File: src/sarseq_regs.vh
`ifndef SARSEQ_REGS_VH
`define SARSEQ_REGS_VH
// register word offsets (byte address, 32-bit aligned)
`define SARSEQ_OFF_MODE     6'h00
`define SARSEQ_OFF_CHSEL    6'h04
`define SARSEQ_OFF_PFMODE   6'h08
`define SARSEQ_OFF_PFTHR    6'h0C
`define SARSEQ_OFF_RESULT   6'h10
`define SARSEQ_OFF_RESHIGH  6'h14
`define SARSEQ_OFF_STATUS   6'h18
`define SARSEQ_OFF_MASK     6'h1C
`define SARSEQ_OFF_PORTIN   6'h20
// mode register fields
`define SARSEQ_MODE_EN      7
`define SARSEQ_MODE_SCAN    6
`define SARSEQ_MODE_HS_LO   4
`define SARSEQ_MODE_HS_HI   5
`define SARSEQ_MODE_FR_LO   1
`define SARSEQ_MODE_FR_HI   3
`define SARSEQ_MODE_TRG_LO  8
`define SARSEQ_MODE_TRG_HI  9
`define SARSEQ_MODE_EDGE    10
`define SARSEQ_MODE_W       11
// trigger source encodings
`define SARSEQ_TRG_SW       2'h0
`define SARSEQ_TRG_TIMER    2'h1
`define SARSEQ_TRG_EXT      2'h2
// power-fail mode fields
`define SARSEQ_PF_EN        1
`define SARSEQ_PF_BELOW     0
// status bits
`define SARSEQ_ST_DONE      0
`define SARSEQ_ST_BUSY      1
// widths and reset values
`define SARSEQ_RES_W        10
`define SARSEQ_CH_W         4
`define SARSEQ_MODE_RST     11'h000
`define SARSEQ_NCH          16
// clock cycles per bit step: base count scaled by frequency code
`define SARSEQ_STEP_BASE    8'h04
`endif

File: src/sarseq_adc_ctrl.v
// Chosen here: the register offsets and the Wishbone interface to the registers.
`timescale 1ns/1ns
// Summary of operation
// - sixteen inputs, exactly one routed to sample-hold per conversion
// - successive approximation produces a ten-bit result
// - start by software, timer event, or external pin edge
// - scan bit zero converts one channel, one steps channels
// - conversions repeat; interrupt after each completed conversion
// - power-fail enabled: interrupt only when byte compare condition holds
// - one bit resolved per step, msb first down to lsb
// - after lsb the approximation value moves to the result register
// - approximation register has no software address
// - result left-justified in sixteen bits, low six bits zero
// - byte view returns only the upper eight result bits
// - unselected analog pins remain readable as digital inputs
// - sample-hold kept in hold for the whole conversion
// - threshold register and power-fail mode register set by software
// - mode register sets conversion time and starts or stops
// - enable bit zero stops conversion, one enables it
// - high speed: rewriting mode register with the same value mid-conversion restarts it
module sarseq_adc_ctrl
(
  // clock and reset
  input  wire        clk_sys,
  input  wire        reset_n,
  // wishbone slave
  input  wire        wb_cyc_i,
  input  wire        wb_stb_i,
  input  wire        wb_we_i,
  input  wire [5:0]  wb_adr_i,
  input  wire [3:0]  wb_sel_i,
  input  wire [31:0] wb_dat_i,
  output reg  [31:0] wb_dat_o,
  output wire        wb_ack_o,
  // triggers
  input  wire        timer_trigger_event,
  input  wire        ext_trigger_pin,
  // analog front end
  input  wire        compBit,
  input  wire [15:0] analogPinLevel,
  output reg  [15:0] channelRoute,
  output reg         sampleHold,
  output reg  [9:0]  dacCode,
  // interrupt
  output reg         conv_done_irq
);
`include "sarseq_regs.vh"

  // one-hot sequencer states
  localparam [3:0] ST_IDLE   = 4'b0001;
  localparam [3:0] ST_SAMPLE = 4'b0010;
  localparam [3:0] ST_CONV   = 4'b0100;
  localparam [3:0] ST_WAIT   = 4'b1000;

  // registers
  reg  [10:0] conv_mode_reg;
  reg  [3:0]  channel_select_reg;
  reg  [1:0]  pf_mode_reg;
  reg  [7:0]  pf_threshold_reg;
  reg  [9:0]  resultBits_reg;
  reg  [1:0]  status_reg;
  reg  [1:0]  mask_reg;
  reg  [3:0]  state_reg;
  reg  [3:0]  state_next;
  reg  [9:0]  approx_reg;
  reg  [9:0]  trialMask_reg;
  reg  [3:0]  activeCh_reg;
  reg  [3:0]  activeCh_next;
  reg         extPrev_reg;
  reg  [15:0] portIn_reg;

  // decoded controls and datapath nets
  wire        accessNow;
  wire        wrNow;
  wire        stepPulse;
  wire        conv_enable_bit;
  wire        scan_select_bit;
  wire [1:0]  hsSel;
  wire        highSpeed;
  wire [1:0]  trgSel;
  wire        extEdge;
  reg         trigHit;
  wire        restartNow;
  wire        lastStep;
  wire [9:0]  finalCode;
  wire        pfMatch;
  wire        doneEvent;
  wire        doneClear;
  wire        doneNext;
  wire [15:0] leftResult;
  wire [31:0] modeMerged;
  wire [10:0] modeWrite;

  // one-hot decode used for routing and port masking
  function [15:0] chanOneHot;
    input [3:0] ch;
    begin
      chanOneHot = 16'h0001 << ch;
    end
  endfunction

  // byte-lane merge for word writes
  function [31:0] laneMerge;
    input [31:0] old;
    input [31:0] wdat;
    input [3:0]  sel;
    integer i;
    begin
      laneMerge = old;
      for (i = 0; i < 4; i = i + 1)
        if (sel[i])
          laneMerge[i*8 +: 8] = wdat[i*8 +: 8];
    end
  endfunction

  // writes land in the cycle the request is taken; ack follows one cycle later
  sarseq_wb_slave uBus
  (
    .clk_sys   (clk_sys),
    .reset_n   (reset_n),
    .wb_cyc_i  (wb_cyc_i),
    .wb_stb_i  (wb_stb_i),
    .wb_ack_o  (wb_ack_o),
    .accessNow (accessNow)
  );

  // mode register fields
  assign wrNow           = accessNow & wb_we_i;
  assign conv_enable_bit = conv_mode_reg[`SARSEQ_MODE_EN];
  assign scan_select_bit = conv_mode_reg[`SARSEQ_MODE_SCAN];
  assign hsSel           = conv_mode_reg[`SARSEQ_MODE_HS_HI:`SARSEQ_MODE_HS_LO];
  assign highSpeed       = |hsSel;
  assign trgSel          = conv_mode_reg[`SARSEQ_MODE_TRG_HI:`SARSEQ_MODE_TRG_LO];
  // lanes merged first, then cut to the register width
  assign modeMerged      = laneMerge({21'h0, conv_mode_reg}, wb_dat_i, wb_sel_i);
  assign modeWrite       = modeMerged[`SARSEQ_MODE_W-1:0];

  // step rate from the frequency code: conversion time selection
  sarseq_step_timer uStep
  (
    .clk_sys   (clk_sys),
    .reset_n   (reset_n),
    .run       (state_reg != ST_IDLE && state_reg != ST_WAIT && !restartNow),
    .frCode    (conv_mode_reg[`SARSEQ_MODE_FR_HI:`SARSEQ_MODE_FR_LO]),
    .highSpeed (highSpeed),
    .stepPulse (stepPulse)
  );

  // trigger select; external edge polarity chosen by a mode bit
  assign extEdge = conv_mode_reg[`SARSEQ_MODE_EDGE] ? (ext_trigger_pin & ~extPrev_reg)
                                                    : (~ext_trigger_pin & extPrev_reg);

  // start source; software start stays armed, so it repeats on its own
  always @*
  begin
    case (trgSel)
      `SARSEQ_TRG_SW:    trigHit = 1'b1;
      `SARSEQ_TRG_TIMER: trigHit = timer_trigger_event;
      `SARSEQ_TRG_EXT:   trigHit = extEdge;
      default:           trigHit = 1'b0;
    endcase
  end

  // same-value rewrite of the mode register in high speed restarts
  // only while busy: a waiting sequencer must not start without its trigger
  // normal-mode rewrites mid-conversion are not guarded; software avoids them
  assign restartNow = wrNow && wb_adr_i == `SARSEQ_OFF_MODE && highSpeed
                      && (state_reg == ST_SAMPLE || state_reg == ST_CONV)
                      && modeWrite == conv_mode_reg;

  assign lastStep   = trialMask_reg[0];
  assign finalCode  = compBit ? approx_reg : (approx_reg & ~trialMask_reg);
  // upper byte of the new result against the threshold, same cycle as write
  assign pfMatch    = pf_mode_reg[`SARSEQ_PF_BELOW] ? (finalCode[9:2] <  pf_threshold_reg)
                                                    : (finalCode[9:2] >= pf_threshold_reg);
  assign doneEvent  = state_reg == ST_CONV && stepPulse && lastStep && !restartNow
                      && (!pf_mode_reg[`SARSEQ_PF_EN] || pfMatch);
  assign leftResult = {resultBits_reg, 6'h00};

  // write-one clear of done; a conversion end in the same cycle wins
  assign doneClear  = wrNow && wb_adr_i == `SARSEQ_OFF_STATUS && wb_sel_i[0]
                      && wb_dat_i[`SARSEQ_ST_DONE];
  assign doneNext   = doneEvent | (status_reg[`SARSEQ_ST_DONE] & ~doneClear);

  // next-state logic
  always @*
  begin
    state_next = state_reg;
    case (state_reg)
      ST_IDLE:
        if (conv_enable_bit && trigHit)
          state_next = ST_SAMPLE;
      ST_SAMPLE:
        if (stepPulse)
          state_next = ST_CONV;
      ST_CONV:
        if (stepPulse && lastStep)
          state_next = (trgSel == `SARSEQ_TRG_SW) ? ST_SAMPLE : ST_WAIT;
      ST_WAIT:
        if (trigHit)
          state_next = ST_SAMPLE;
      default:
        state_next = ST_IDLE;
    endcase
    // disable and a restart override whatever the case chose
    if (!conv_enable_bit)
      state_next = ST_IDLE;
    else if (restartNow)
      state_next = ST_SAMPLE;
  end

  // channel of the coming sample; the route flop follows it on the same edge
  always @*
  begin
    activeCh_next = activeCh_reg;
    if (state_next == ST_SAMPLE && state_reg != ST_SAMPLE)
    begin
      // first conversion takes channel 0 when scanning, else the chosen channel; scan advances after
      if (state_reg == ST_IDLE || !scan_select_bit || restartNow)
        activeCh_next = scan_select_bit ? 4'h0 : channel_select_reg;
      else if (activeCh_reg == channel_select_reg)
        activeCh_next = 4'h0;
      else
        activeCh_next = activeCh_reg + 4'h1;
    end
  end

  // sequencer datapath: approximation register is internal only
  always @(posedge clk_sys or negedge reset_n)
  begin
    if (!reset_n)
    begin
      state_reg      <= ST_IDLE;
      approx_reg     <= 10'h000;
      trialMask_reg  <= 10'h000;
      activeCh_reg   <= 4'h0;
      resultBits_reg <= 10'h000;
      extPrev_reg    <= 1'b0;
    end
    else
    begin
      state_reg    <= state_next;
      // pin history for the external edge detector
      extPrev_reg  <= ext_trigger_pin;
      activeCh_reg <= activeCh_next;
      // msb trial loaded as the hold begins
      if (state_reg == ST_SAMPLE && stepPulse)
      begin
        trialMask_reg <= 10'h200;
        approx_reg    <= 10'h200;
      end
      // keep or drop the trial bit, then try the next lower one
      else if (state_reg == ST_CONV && stepPulse && !restartNow)
      begin
        trialMask_reg <= trialMask_reg >> 1;
        approx_reg    <= finalCode | (trialMask_reg >> 1);
        if (lastStep)
          resultBits_reg <= finalCode;
      end
    end
  end

  // analog outputs all registered
  always @(posedge clk_sys or negedge reset_n)
  begin
    if (!reset_n)
    begin
      channelRoute <= 16'h0000;
      sampleHold   <= 1'b0;
      dacCode      <= 10'h000;
    end
    else
    begin
      channelRoute <= (state_next == ST_IDLE) ? 16'h0000 : chanOneHot(activeCh_next);
      sampleHold   <= (state_next == ST_CONV);
      dacCode      <= approx_reg;
    end
  end

  // digital port view masks the pin now routed to the converter
  always @(posedge clk_sys or negedge reset_n)
  begin
    if (!reset_n)
      portIn_reg <= 16'h0000;
    else
      portIn_reg <= analogPinLevel & ~channelRoute;
  end

  // software registers; hardware set of done wins over write-one clear
  always @(posedge clk_sys or negedge reset_n)
  begin
    if (!reset_n)
    begin
      conv_mode_reg      <= `SARSEQ_MODE_RST;
      channel_select_reg <= 4'h0;
      pf_mode_reg        <= 2'h0;
      pf_threshold_reg   <= 8'h00;
      status_reg         <= 2'h0;
      mask_reg           <= 2'h0;
      conv_done_irq      <= 1'b0;
    end
    else
    begin
      if (wrNow)
      begin
        case (wb_adr_i)
          `SARSEQ_OFF_MODE:   conv_mode_reg <= modeWrite;
          `SARSEQ_OFF_CHSEL:  if (wb_sel_i[0]) channel_select_reg <= wb_dat_i[3:0];
          `SARSEQ_OFF_PFMODE: if (wb_sel_i[0]) pf_mode_reg <= wb_dat_i[1:0];
          `SARSEQ_OFF_PFTHR:  if (wb_sel_i[0]) pf_threshold_reg <= wb_dat_i[7:0];
          `SARSEQ_OFF_MASK:   if (wb_sel_i[0]) mask_reg <= wb_dat_i[1:0];
          default:            mask_reg <= mask_reg;
        endcase
      end
      status_reg[`SARSEQ_ST_DONE] <= doneNext;
      status_reg[`SARSEQ_ST_BUSY] <= (state_next == ST_SAMPLE || state_next == ST_CONV);
      // busy is a state, not an event, so only done reaches the line
      conv_done_irq <= doneNext & mask_reg[`SARSEQ_ST_DONE];
    end
  end

  // read data registered, presented with ack
  always @(posedge clk_sys or negedge reset_n)
  begin
    if (!reset_n)
      wb_dat_o <= 32'h00000000;
    else if (accessNow && !wb_we_i)
    begin
      case (wb_adr_i)
        `SARSEQ_OFF_MODE:    wb_dat_o <= {21'h0, conv_mode_reg};
        `SARSEQ_OFF_CHSEL:   wb_dat_o <= {28'h0, channel_select_reg};
        `SARSEQ_OFF_PFMODE:  wb_dat_o <= {30'h0, pf_mode_reg};
        `SARSEQ_OFF_PFTHR:   wb_dat_o <= {24'h0, pf_threshold_reg};
        `SARSEQ_OFF_RESULT:  wb_dat_o <= {16'h0, leftResult};
        `SARSEQ_OFF_RESHIGH: wb_dat_o <= {24'h0, leftResult[15:8]};
        `SARSEQ_OFF_STATUS:  wb_dat_o <= {30'h0, status_reg};
        `SARSEQ_OFF_MASK:    wb_dat_o <= {30'h0, mask_reg};
        `SARSEQ_OFF_PORTIN:  wb_dat_o <= {16'h0, portIn_reg};
        // unmapped offsets read zero; the approximation register has none
        default:             wb_dat_o <= 32'h00000000;
      endcase
    end
  end
endmodule

File: src/sarseq_step_timer.v
`timescale 1ns/1ns
// one-cycle enable pulse every (base << frCode) cycles, halved in high speed
module sarseq_step_timer
(
  // clock and reset
  input  wire       clk_sys,
  input  wire       reset_n,
  // control
  input  wire       run,
  input  wire [2:0] frCode,
  input  wire       highSpeed,
  // output
  output reg        stepPulse
);
`include "sarseq_regs.vh"
  reg  [10:0] count_reg;
  wire [10:0] period;

  // longer step for slower settling selections
  assign period = ({3'h0, `SARSEQ_STEP_BASE} << frCode) >> highSpeed;

  // counter restarts whenever the sequencer is idle
  always @(posedge clk_sys or negedge reset_n)
  begin
    if (!reset_n)
    begin
      count_reg <= 11'h000;
      stepPulse <= 1'b0;
    end
    else if (!run)
    begin
      count_reg <= 11'h000;
      stepPulse <= 1'b0;
    end
    else if (count_reg + 11'h001 >= period)
    begin
      count_reg <= 11'h000;
      stepPulse <= 1'b1;
    end
    else
    begin
      count_reg <= count_reg + 11'h001;
      stepPulse <= 1'b0;
    end
  end
endmodule

File: src/sarseq_wb_slave.v
`timescale 1ns/1ns
// classic wishbone handshake: ack one cycle after a new strobe, then dropped
module sarseq_wb_slave
(
  // clock and reset
  input  wire clk_sys,
  input  wire reset_n,
  // bus request
  input  wire wb_cyc_i,
  input  wire wb_stb_i,
  // handshake
  output reg  wb_ack_o,
  output wire accessNow
);
  // accessNow marks the single cycle in which a request is taken
  assign accessNow = wb_cyc_i & wb_stb_i & ~wb_ack_o;

  always @(posedge clk_sys or negedge reset_n)
  begin
    if (!reset_n)
      wb_ack_o <= 1'b0;
    else
      wb_ack_o <= accessNow;
  end
endmodule
File: config.mk
export PLATFORM = sky130hd
export DESIGN_NAME = sarseq_adc_ctrl
export DESIGN_NICKNAME = d
export VERILOG_FILES = /design/src/sarseq_adc_ctrl.v /design/src/sarseq_step_timer.v /design/src/sarseq_wb_slave.v
export VERILOG_INCLUDE_DIRS = /design/src
export SDC_FILE = /design/constraint.sdc
export NUM_CORES = 1
export LEC_CHECK = 0
export BUFFER_PORTS_ARGS = -buffer_cell sky130_fd_sc_hd__buf_4
export CAP_MARGIN = 25
export CORE_MARGIN = 3
export CORE_UTILIZATION = 45
export CTS_CLUSTER_DIAMETER = 60
export DETAILED_ROUTE_END_ITERATION = 7
export MAX_ROUTING_LAYER = met4
export PLACE_DENSITY_LB_ADDON = 0.12
export SLEW_MARGIN = 0
export SYNTH_ARGS = -nofsm -noshare
export SYNTH_HDL_FRONTEND = slang
export SYNTH_HIERARCHICAL = 1
export SYNTH_SLANG_ARGS = --single-unit
File: constraint.sdc
create_clock -name clk_sys -period 3.5 [get_ports clk_sys]
set_input_delay 0.35 -clock clk_sys [delete_from_list [all_inputs] [get_ports clk_sys]]
set_output_delay 0.35 -clock clk_sys [all_outputs]
set_load 0.02 [all_outputs]
==> run summary, run 1 <==
The run finished with clean final reports. The clock insertion delay at the later pin of the skew report is 420 ps. The number of placement rows came out at 44. The worst hold path begins at ext_trigger_pin. Clock tree synthesis selected as its root buffer the cell clkbuf_16.

The final net count came out at 837. The maximum achievable frequency came out at 333 MHz. The path with the worst hold slack has its endpoint at extPrev_reg. STA classifies the critical path endpoint as a flip-flop. The leakage power summed over all cells is 3.92 nW. Sequential cells burn 44.8% of the power. The aggregate routed wire length is 16800 microns. The half-perimeter wire length after placement is between 10000 and 15000 microns. The final critical path time including I/O delays and setup came out at about 3000 ps. The number of warning messages in the yosys log came out at 6. Relative to the synthesized area, the layout overhead comes to 21.3%. The violation count after the first detailed-route iteration is ~430.

The biggest area contributor in the post-synthesis netlist is dfrtp_1. Synthesis inferred 141 register bits. The number of I/O port buffers is 87. The number of I/O pins is 127. The worst clock skew came out at 4.89 ps.

Of the total power, the clock network draws 49.5%. The transition time at the pin with the least slew margin is 991 ps. TritonCTS built the clock tree. Of the available clock period, the critical path in the final layout requires 85.7%.

The gate count after technology mapping is 656. The peak fanout along the critical path came out at 8. The number of optimization iterations in the first detailed-route pass is 5. The type of the worst setup path is reg -> reg. The floorplan die area came out at roughly 17000 sq um.

The switching power came out at 0.000824 W. The switching power as a share of total power is 22.1%. The number of enable-type register cells in the synthesized netlist came out at 0.

After clock tree synthesis, the clock-pin slew on the worst setup and hold paths is 60 ps. The sequential fraction of the synthesis area is 51.7%. The design internal power is a little under 0.003 W. For this design the ratio of total power to cell area is 451 nW/um^2. The worst hold-check path type is in -> reg. For the worst setup path, the data arrival time is 3330 ps. The count of endpoints failing hold in the final timing report came to 0. The worst setup path is launched from a flip-flop. The total area inside the core boundary comes to 14700 sq um.

The count of final max-slew check failures came out at 0. The most used flip-flop cell after synthesis is dfrtp_1. In this run the vertical extent of the chip is 129 microns.

Combinational logic burns about 5.7% of the power. The number of antenna diodes is 0. The setup slack on the worst flop-to-flop path came out at 500 ps. The detailed router placed 5195 vias in this run.

Measured in cells, the most critical reg-to-reg path has a length of 8. The setup violation total in the final timing report came out at 0. The buffer depth of the longest clock path came out at 2. The total clock buffers created by CTS came out at 17. The cell area reported after detailed placement is 7660 sq um.

The worst register-to-register path ends at channelRoute[12]. Counting flops with an async set or reset pin after synthesis yields a share of 100%. Across the run, the number of max-cap violations was 0.

The startpoint identified for the worst register-to-register timing path is conv_mode_reg[6]. The remaining antenna violation count after routing is 0. The global-route wire length before repair is 27000 microns.

IR analysis of the VDD net gives a maximum drop of 327 uV. The number of antenna violations at the first check in global routing was 0. The relative slew slack is 33.3%. The maximum number of pins on one net before global-route repair came out at 77. The top-area cell type share of the netlist area is approximately half. The aggregate negative setup slack came out at 0 ps. The most common cell in the synthesized netlist is dfrtp_1. Cells with a size suffix above 1 make up 22.7% of the layout. The total global routing track utilization came out at 21.8%. The DRC violation count after routing is 0.

After routing the design area is 8280 sq um. The average via count per standard cell came out at 5.47. The last weighted congestion value of the routability-driven placer came out at 0.892. The clock net sink count came out at between 100 and 150.

The count of H-tree levels built during CTS is 4. Dividing the detail-routed wire length by the instance count gives 17.7 microns. Setup repair after global routing left no endpoint under its margin. Ranked by total cell area, the synthesized netlist is headed by dfrtp_1 51%, nand2_1 4.2%, mux2_2 4.0%. In this run, distinct cell masters in the synthesized netlist total 66. The critical path required time came out at 3830 ps. The starting density of the core is 46.5%.

Ranked by instance count, the synthesized netlist is headed by 140 x dfrtp_1, 76 x nand2_1, 48 x o21ai_0. The global route total overflow is 0. The netlist area before placement came out at 6830 sq um. The number of global-route vias before repair is 5123. The post-cts repair resize count came out at 0. The number of setup buffers added after CTS is 0. The mean instance size in the synthesized netlist is 10.4 sq um. The horizontal die dimension is 129 microns. The instance count along the most critical hold path came out at 1.
## power groups by stage
stage | registers [W] | clock network, W | logic [W]
floorplan | 0.00170 | 0 | 0.000115
global placement | 0.00170 | 0 | 0.000209
detailed placement | 0.00170 | 0 | 0.000212
CTS | 0.00167 | 0.00188 | 0.000214
global route | 0.00168 | 0.00195 | 0.000237
finish | 0.00167 | 0.00185 | 0.000212
## timing repair
item | in CTS | in global routing
hold buffers | 1 | 0
setup endpoints to repair | 0 | 0
endpoints found under the hold margin | 65 | 0
## worst max-delay path, cell delays in order, from the launching register on
cell and delay (ps):
dfrtp_1 470, xor2_1 220, a2111oi_0 480, a21boi_1 260
nor3b_2 320, o21a_1 260, mux2_2 400, or2_4 260
nor4b_2 240
## worst max path at each step
stage,start,end,slack [ps]
final,conv_mode_reg[6],channelRoute[12],500
after global routing,conv_mode_reg[6],channelRoute[12],200
after CTS,conv_mode_reg[6],channelRoute[12],500
after detailed placement,wb_adr_i[3],channelRoute[12],420
after global placement,wb_adr_i[3],channelRoute[12],470
after floorplan,wb_adr_i[5],channelRoute[12],750
## placed cells by master, fill, tap and decap left out, types with 4 or more instances in the layout
cell,netlist,final
a21boi_0,10,10
a21oi_1,24,24
a222oi_1,6,6
a22o_1,5,5
a22oi_1,8,8
buf_4,16,98
clkbuf_16,0,17
conb_1,2,17
dfrtp_1,140,140
ha_1,19,19
inv_1,29,29
mux2_2,24,24
mux2i_1,9,9
nand2_1,76,76
nand2b_1,6,6
nand3_1,9,9
nand4_1,7,7
nor2_1,41,41
nor2b_1,23,23
nor3_1,24,24
nor3b_1,12,12
nor4_1,7,7
o21a_1,4,4
o21ai_0,48,48
or2_2,5,5
xnor2_1,4,4
xor2_1,21,21
## cell type report
class / count / area, sq um
clock buffer: 22 / 474
timing repair buffer: 101 / 777
clock inverter: 10 / 138
multi-input combinational: 461 / 3020
inverter: 30 / 113
fill: 1279 / 6420
sequential: 141 / 3530
tap: 184 / 230
## layer usage
| metal | up-vias | share of wire, % | track usage (%) |
|---|---|---|---|
| met3 | 24 | 6.1 | 3.83 |
| met1 | 2548 | 47 | 30.9 |
| met4 | 0 | 1.4 | 6.49 |
| met5 | - | 0 | - |
| li1 | 2464 | - | - |
| met2 | 159 | 46 | 32.2 |
## logic make-up after synthesis
family                   Yosys count  share of synthesized area, %
XOR/XNOR                          25                          3.21
adder cells (fa/ha/maj)           19                          3.48
AO/OA/AOI/OAI                    134                          13.3
multiplexers                      34                          5.50
buffers and inverters             69                          4.89
AND/OR/NAND/NOR                  232                          17.8
other                              2                         0.110
flip-flops                       141                          51.7
## stage by stage
stage                     utilization (%)  power, W  setup WS, ps  cells  hold slack [ps]
final                                56.3   0.00373           499    949             58.9
after global routing                 56.3   0.00387           196    949             50.9
after CTS                            56.3   0.00377           504    949             38.6
after detailed placement             52.1   0.00191           418    916              376
after global placement               52.1   0.00191           472    916              387
after floorplan                         -   0.00181           748    671             54.4
Note: power is estimated with default switching activity, not from simulation.
==> run 2, diff against run 1 <==
--- a/config.mk
+++ b/config.mk
@@ -17,5 +17,4 @@
 export SLEW_MARGIN = 0
 export SYNTH_ARGS = -nofsm -noshare
 export SYNTH_HDL_FRONTEND = slang
-export SYNTH_HIERARCHICAL = 1
 export SYNTH_SLANG_ARGS = --single-unit
==> run 2 against run 1 <==
Net effect:
- the run now ends with negative hold slack left
- sequential power rose by 3%
- clock power down 8%
- cell area decreased by 0.80%
- clock-buffer cell count fell by 3
- sequential cell count stayed put
- power decreased by 0.33%
- clock skew increased by 1.8 ps
- first-iteration DRC count decreased by 12%
- largest power group is now registers
==> run summary, run 2 <==
The aggregate negative setup slack is 0 ps (unchanged). The total clock buffers created by CTS is 17 (unchanged). The final net count is 816 (-2.5%).

The starting density of the core was 46.3% (-0.10 points). The peak fanout along the critical path was 9 (+1). The number of placement rows is 44 (unchanged). The post-synthesis cell type count is 66 (unchanged). The last element of the critical path is channelRoute[5].

Setup repair after global routing left no endpoint under its margin. The number of antenna violations at the first check in global routing came out at 0 (unchanged). The maximum number of pins on one net before global-route repair is 86 (+12%). The detailed route wirelength on metal3 was 1060 microns (+3.2%).

The setup violation total in the final timing report came out at 0 (unchanged). The worst setup path is captured at a flip-flop. The count of final max-slew check failures is 0 (unchanged). The hold buffer count at cts came out at 0 (-1). The relative slew slack came to 46.7% (+13 points). The fraction of the cycle the final worst path needs is 86.8% (+1.0 points). Leaving out fill and tap cells, the most frequent cell in the layout is dfrtp_1. The number of optimization iterations in the first detailed-route pass is 7 (+2). The setup slack on the worst flop-to-flop path is 460 ps (-40 ps). The global route total overflow came out at 0 (unchanged). The share of the core filled with cells in the final layout is 55.9% (-0.45 points).

The async set-reset flop share out of synthesis came out at 100% (unchanged). The number of global-route vias before repair is 5145 (+0.43%). The netlist area before placement is 6810 sq um (-0.22%). The clock insertion delay at the later pin of the skew report is 420 ps (about the same). The synthesized flop and latch total is 141 (unchanged). The ratio of cells with drive above 1 in the final layout came to 24.2% (+1.4 points). The floorplan die area is 16700 sq um (-0.22%). The gate count after technology mapping came out at 636 (-3.0%). The buffer depth of the longest clock path is 2 (unchanged).

The number of warning messages in the yosys log is 0 (-6). The worst reg2reg path depth came out at 8 (unchanged). The endpoint identified for the worst register-to-register timing path is channelRoute[5]. The remaining antenna violation count after routing is 0 (unchanged). The DRC violation count after routing came out at 0 (unchanged). The total met2 wirelength after detailed routing is 7630 microns (-0.78%). The final critical path time including I/O delays and setup is 3040 ps (+36.2 ps). The count of endpoints failing hold in the final timing report was 7 (+7). The number of antenna diodes is 0 (unchanged). The aggregate routed wire length is 16600 microns (-1.2%). The checks that failed: negative hold slack. The worst hold-check slack came to -14.4 ps (-73.3 ps).

The transition time at the pin with the least slew margin is 799 ps (-192 ps). The worst hold-check path type is in -> async. The sum of routed wire segments on met1 is 7630 microns (-3.3%).

The standard cell core area is 14700 sq um (unchanged). The routed length per instance came out at 17.9 microns (+1.1%). The critical path required time came to 3800 ps (-30 ps). The nature of the critical path startpoint is a flip-flop.

The post-cts repair resize count is 0 (unchanged). The worst register-to-register path begins at conv_mode_reg[5]. The number of vias in the routed layout came out at 5115 (-1.5%). The total design power came to 0.00372 W (-0.33%). The total global routing track utilization came out at 21.8% (+0.078 points). The total power per unit cell area came to 453 nW/um^2 (+0.47%). The number of I/O pins came out at 127 (unchanged). Sorting the synthesized cells by area gives the leading types as dfrtp_1 51%, mux2_2 4.8%, ha_1 3.5%. The top-area cell type share of the netlist area came out at 51.4% (+0.11 points).

The highest routed metal layer is met4. The horizontal die dimension is 129 microns (-0.11%). The clock net sink count came out at 141 (unchanged). The number of enable-type register cells in the synthesized netlist is 0 (unchanged). The worst clock skew is 6.73 ps (+1.84 ps).

The mean instance size in the synthesized netlist is 10.7 sq um (+2.9%). The violation count after the first detailed-route iteration came to 381 (-12%). For this run, the leading register cell type out of synthesis is dfrtp_1. The area added between synthesis and finish came out at 20.6%. The maximum achievable frequency came out at 329 MHz (-1.2%).

The setup path with the least slack is of type reg -> reg. The max-cap check violation count came out at 0 (unchanged). The register clock-pin slew on the reported worst setup and hold paths was 60 ps (about the same). In the layout the commonest cells are 140 x dfrtp_1, 97 x buf_4, 59 x nor2_1. In this run the clock root is driven by a clkbuf_16. The leakage power summed over all cells is 3.73 nW (-4.7%). The worst setup slack before clock tree synthesis came out at 309 ps (-109 ps). The die boundary height is 129 microns (-0.11%). The sequential fraction of the synthesis area is 51.8% (+0.11 points). The largest total area in the synthesized netlist belongs to dfrtp_1. The run finished, with violations left. The count of H-tree levels built during CTS is 4 (unchanged). The number of setup buffers added after CTS was 0 (unchanged). The data arrival time of the critical path came out at 3340 ps (about the same). The global-route wire length before repair came out at 27400 microns (+1.5%). The setup slack after layout is 463 ps (-36.2 ps). The worst supply voltage drop on vdd came out at 318 uV (-2.8%). The last weighted congestion value of the routability-driven placer is 0.880 (-1.4%). The origin of the worst setup path is conv_mode_reg[5]. TritonCTS built the clock tree. The number of standard cells in the final layout excluding fillers was 928 (-2.2%). The average via count per standard cell was 5.51 (+0.69%). The number of I/O port buffers came out at 87 (unchanged). The cell count after placement came out at 896 (-2.2%). Sorting the synthesized cells by how often they occur yields 140 x dfrtp_1, 59 x nor2_1, 45 x nand2_1. The half-perimeter wire length after placement came out at 12500 microns (+0.14%). Among all cell types in the netlist, the one instantiated most often is dfrtp_1.
run 2: cell count changes after synthesis, moves of 9 or more:
| cell | previous run | this run |
|---|---|---|
| o21ai_0 | 48 | 24 |
| nor2b_1 | 23 | 32 |
| nor2_1 | 41 | 59 |
| nor3_1 | 24 | 10 |
| a21oi_1 | 24 | 13 |
| nor3b_1 | 12 | 1 |
| xor2_1 | 21 | 11 |
| nor4_1 | 7 | 16 |
| nand2_1 | 76 | 45 |
| a31oi_1 | 2 | 11 |
run 2: cells by family after synthesis:
logic type                 synth area share, %
and+or+nand+nor                           16.8
DFF                                       51.8
AOI/OAI and AO/OA                         13.9
buffers and inverters                     4.79
muxes                                     6.46
xor gates and xnor gates                  2.70
adders and majority gates                 3.49
other                                   0.0550
run 2: per-stage QoR:
stage                     instance area, sq um  hold WS, ps
after floorplan                           6870         54.4
after global placement                    7650          382
after detailed placement                  7650          383
after CTS                                 8220         29.2
after global routing                      8220         42.0
final                                     8220        -14.4
run 2: layout make-up:
cell class | count | area, sq um
fillers | 1297 | 6480
well taps | 184 | 230
repair buffers | 99 | 759
flip-flops and latches | 141 | 3530
multi-input cells | 444 | 3030
clock inverters | 13 | 118
inverters | 28 | 108
clock buffers | 19 | 443
run 2: critical path, cell delays in order (launching register included):
cell	delay [ps]
dfrtp_1	420
nor2_1	170
or4_1	500
a221oi_1	450
nand4_2	270
a21oi_2	380
mux2i_2	300
inv_2	120
nor4_1	310
run 2: how the worst min path moves through the flow:
| stage | start | to | cells past startpoint |
|---|---|---|---|
| after floorplan | reset_n | activeCh_reg[0] | 0 |
| after global placement | approx_reg[9] | dacCode[9] | 0 |
| after detailed placement | approx_reg[8] | dacCode[8] | 0 |
| after CTS | reset_n | dacCode[5] | 1 |
| after global routing | ext_trigger_pin | extPrev_reg | 1 |
| final | reset_n | trialMask_reg[5] | 1 |
run 2: metal layers:
layer	vias up	GRT usage, %
li1	2436	-
met1	2502	30.8
met2	151	32.0
met3	26	4.16
met4	0	7.29
met5	-	-
run 2: power by group:
group	total [W]	switching, W	internal, W
clock	0.00170	0.000700	0.000997
combinational	0.000306	0.000182	0.000124
sequential	0.00172	0.0000380	0.00168
==> run 3, diff against run 2 <==
--- a/config.mk
+++ b/config.mk
@@ -7,13 +7,14 @@
 export NUM_CORES = 1
 export LEC_CHECK = 0
 export BUFFER_PORTS_ARGS = -buffer_cell sky130_fd_sc_hd__buf_4
-export CAP_MARGIN = 25
+export CAP_MARGIN = 20
 export CORE_MARGIN = 3
-export CORE_UTILIZATION = 45
+export CORE_UTILIZATION = 23
 export CTS_CLUSTER_DIAMETER = 60
 export DETAILED_ROUTE_END_ITERATION = 7
 export MAX_ROUTING_LAYER = met4
 export PLACE_DENSITY_LB_ADDON = 0.12
+export SKIP_CTS_REPAIR_TIMING = 1
 export SLEW_MARGIN = 0
 export SYNTH_ARGS = -nofsm -noshare
 export SYNTH_HDL_FRONTEND = slang
==> run 3 against run 2 <==
Net effect:
- the run now ends clean
- worst setup slack lost 8.2 ps
- via count grew 0.51%
- cell count rose by 23%
- first-iteration DRC count shrank 2.9%
- worst hold slack improved by 57 ps
- wire length grew 19%
- die area rose by 91%
- clock-buffer cell count down 2
- critical endpoint is now channelRoute[0]
==> run summary, run 3 (synthesis results as in run 2) <==
The leakage power summed over all cells was 3.82 nW (+2.3%). The total global routing track utilization came to 13.4% (-8.4 points). The floorplan die area is 31700 sq um (+91%). The global-route wire length before repair came out at 31400 microns (+15%). The instance count along the most critical hold path is 1. The worst setup path is launched from a flip-flop.

The number of optimization iterations in the first detailed-route pass was 5 (-2). The remaining antenna violation count after routing is 0 (unchanged). The routed length per instance was 17.4 microns (-2.8%). TritonCTS built the clock tree. The number of vias in the routed layout came to 5141 (+0.51%).

The DRC violation count after routing came out at 0 (unchanged). The area used by multi-input combinational logic came to 3030 sq um (unchanged). The data arrival time of the critical path came out at 3370 ps (+30 ps). The worst setup slack before clock tree synthesis was 404 ps (+95.2 ps).

The half-perimeter wire length after placement came to 15000 microns (+20%). The total clock buffers created by CTS is 17 (unchanged). In this run the most critical hold path is launched from ext_trigger_pin. The area added between synthesis and finish came out at 26.0%. The share of the core filled with cells in the final layout came out at 29.7% (-26 points).

The relative slew slack came to 51.2% (+4.4 points). Setup repair after global routing left no endpoint under its margin. The source of the worst register-to-register timing path is conv_mode_reg[4]. The number of standard cells in the final layout excluding fillers came out at 1138 (+23%). The worst setup path is captured at a flip-flop. The number of I/O pins came out at 127 (unchanged). The count of fill cells added during filler insertion came to 2986 (+130%). The last weighted congestion value of the routability-driven placer came to 0.839 (-4.7%). The fraction of the cycle the final worst path needs was 87.0% (+0.24 points). The flow ran to the end, and the final reports show no timing, DRC or antenna violations.

The number of global-route vias before repair is 5396 (+4.9%). The global route total overflow came to 0 (unchanged). The count of H-tree levels built during CTS is 4 (unchanged). The horizontal die dimension is 178 microns (+38%). The aggregate routed wire length is 19800 microns (+19%). The starting density of the core came out at 23.5% (-23 points). The standard cell core area is 28900 sq um (+97%). The count of endpoints failing hold in the final timing report is 0 (-7). The hold path endpoint is extPrev_reg. The peak fanout along the critical path is 9 (unchanged). The endpoint identified for the worst register-to-register timing path is channelRoute[0]. The total power per unit cell area was 463 nW/um^2 (+2.2%). The cell count after placement is 1104 (+23%). The aggregate negative setup slack came out at 0 ps (unchanged).

The critical path required time came out at 3830 ps (+30 ps). The worst hold-check slack came to 42.1 ps (+56.5 ps). The maximum achievable frequency is 328 MHz (-0.27%). The count of final max-slew check failures came to 0 (unchanged). The number of placement rows came out at 62 (+41%). The final critical path time including I/O delays and setup is 3050 ps (+8.25 ps). The final net count is 825 (+1.1%). The average via count per standard cell came to 4.52 (-18%).

The clock net sink count is 141 (unchanged). The critical path in this run is classified as reg -> reg. The setup slack after layout was 455 ps (-8.25 ps).

The worst clock skew is 17.6 ps (+10.9 ps). The number of I/O port buffers is 87 (unchanged). The ratio of cells with drive above 1 in the final layout came to 25.1% (+0.91 points). The clock insertion delay at the later pin of the skew report is 430 ps (about the same).

The worst supply voltage drop on vdd came out at 249 uV (-22%). The transition time at the pin with the least slew margin came to 733 ps (-66.2 ps). The maximum number of pins on one net before global-route repair came out at 75 (-13%). The library cell used most frequently in the layout, excluding fill and tap cells, is dfrtp_1.

The root cell of the clock tree is clkbuf_16. The die boundary height was 178 microns (+38%). The setup slack on the worst flop-to-flop path came out at 450 ps (about the same). The buffer depth of the longest clock path was 2 (unchanged). The top cell types in the final layout, fill and taps aside, are 140 x dfrtp_1, 106 x buf_4, 59 x nor2_1. The worst reg2reg path depth came out at 8 (unchanged). The max-cap check violation count is 0 (unchanged). The register clock-pin slew on the reported worst setup and hold paths came out at 80 ps (+20 ps).

The setup violation total in the final timing report is 0 (unchanged). The sequential cell area is 3530 sq um (unchanged). The number of antenna violations at the first check in global routing came to 1 (+1). The violation count after the first detailed-route iteration is 370 (-2.9%). In this run the worst hold path is classified as in -> reg.
## run 3: cell count changes in the layout (fill, tap and decap cells not counted), sizes merged, moves of 2 or more
cell,previous run,this run
inv,30,38
clkinv,5,3
clkbuf,19,17
clkinvlp,5,0
buf,99,107
## run 3: worst max path at each step
stage / end / start
6_report: channelRoute[0] / conv_mode_reg[4]
5_1_grt: channelRoute[5] / conv_mode_reg[4]
4_1_cts: channelRoute[5] / conv_mode_reg[4]
3_5_place_dp: channelRoute[8] / conv_mode_reg[4]
3_3_place_gp: channelRoute[4] / conv_mode_reg[4]
2_1_floorplan: channelRoute[0] / wb_adr_i[2]
## run 3: metal layers
layer  routed length, microns  global-route usage (%)  share of wire [%]  vias to the layer above
li1                         -                       -                  -                     2472
met1                     9830                    18.7                 50                     2512
met2                     8850                    19.6                 45                      141
met3                      933                    3.28                4.7                       16
met4                      232                    3.27                1.2                        0
met5                        0                       -                  0                        -
## run 3: cell type report
type	instances	area share, %
clock buffer	17	4.95
timing repair buffer	108	9.52
clock inverter	15	2.27
inverter	28	1.25
antenna	1	0.0291
tap	384	5.60
multi-input combinational	444	35.3
sequential	141	41.1
## run 3: where the power goes
part           internal, W  total [W]  switching, W
Clock              0.00110    0.00194      0.000842
Sequential         0.00168    0.00171     0.0000370
Combinational     0.000127   0.000322      0.000195
## run 3: critical path, stage by stage (launching register included)
cell and delay, ps:
dfrtp_1 430, nor2_1 170, or4_1 510, a221oi_1 440, nand4_2 260, a21oi_2 380
mux2i_2 320, inv_2 130, nor4_1 300
## run 3: through the flow
step                power, W  cell area, sq um
global placement     0.00207              7950
detailed placement   0.00207              7950
global route         0.00415              8590
CTS                  0.00404              8570
floorplan            0.00190              6870
finish               0.00398              8590
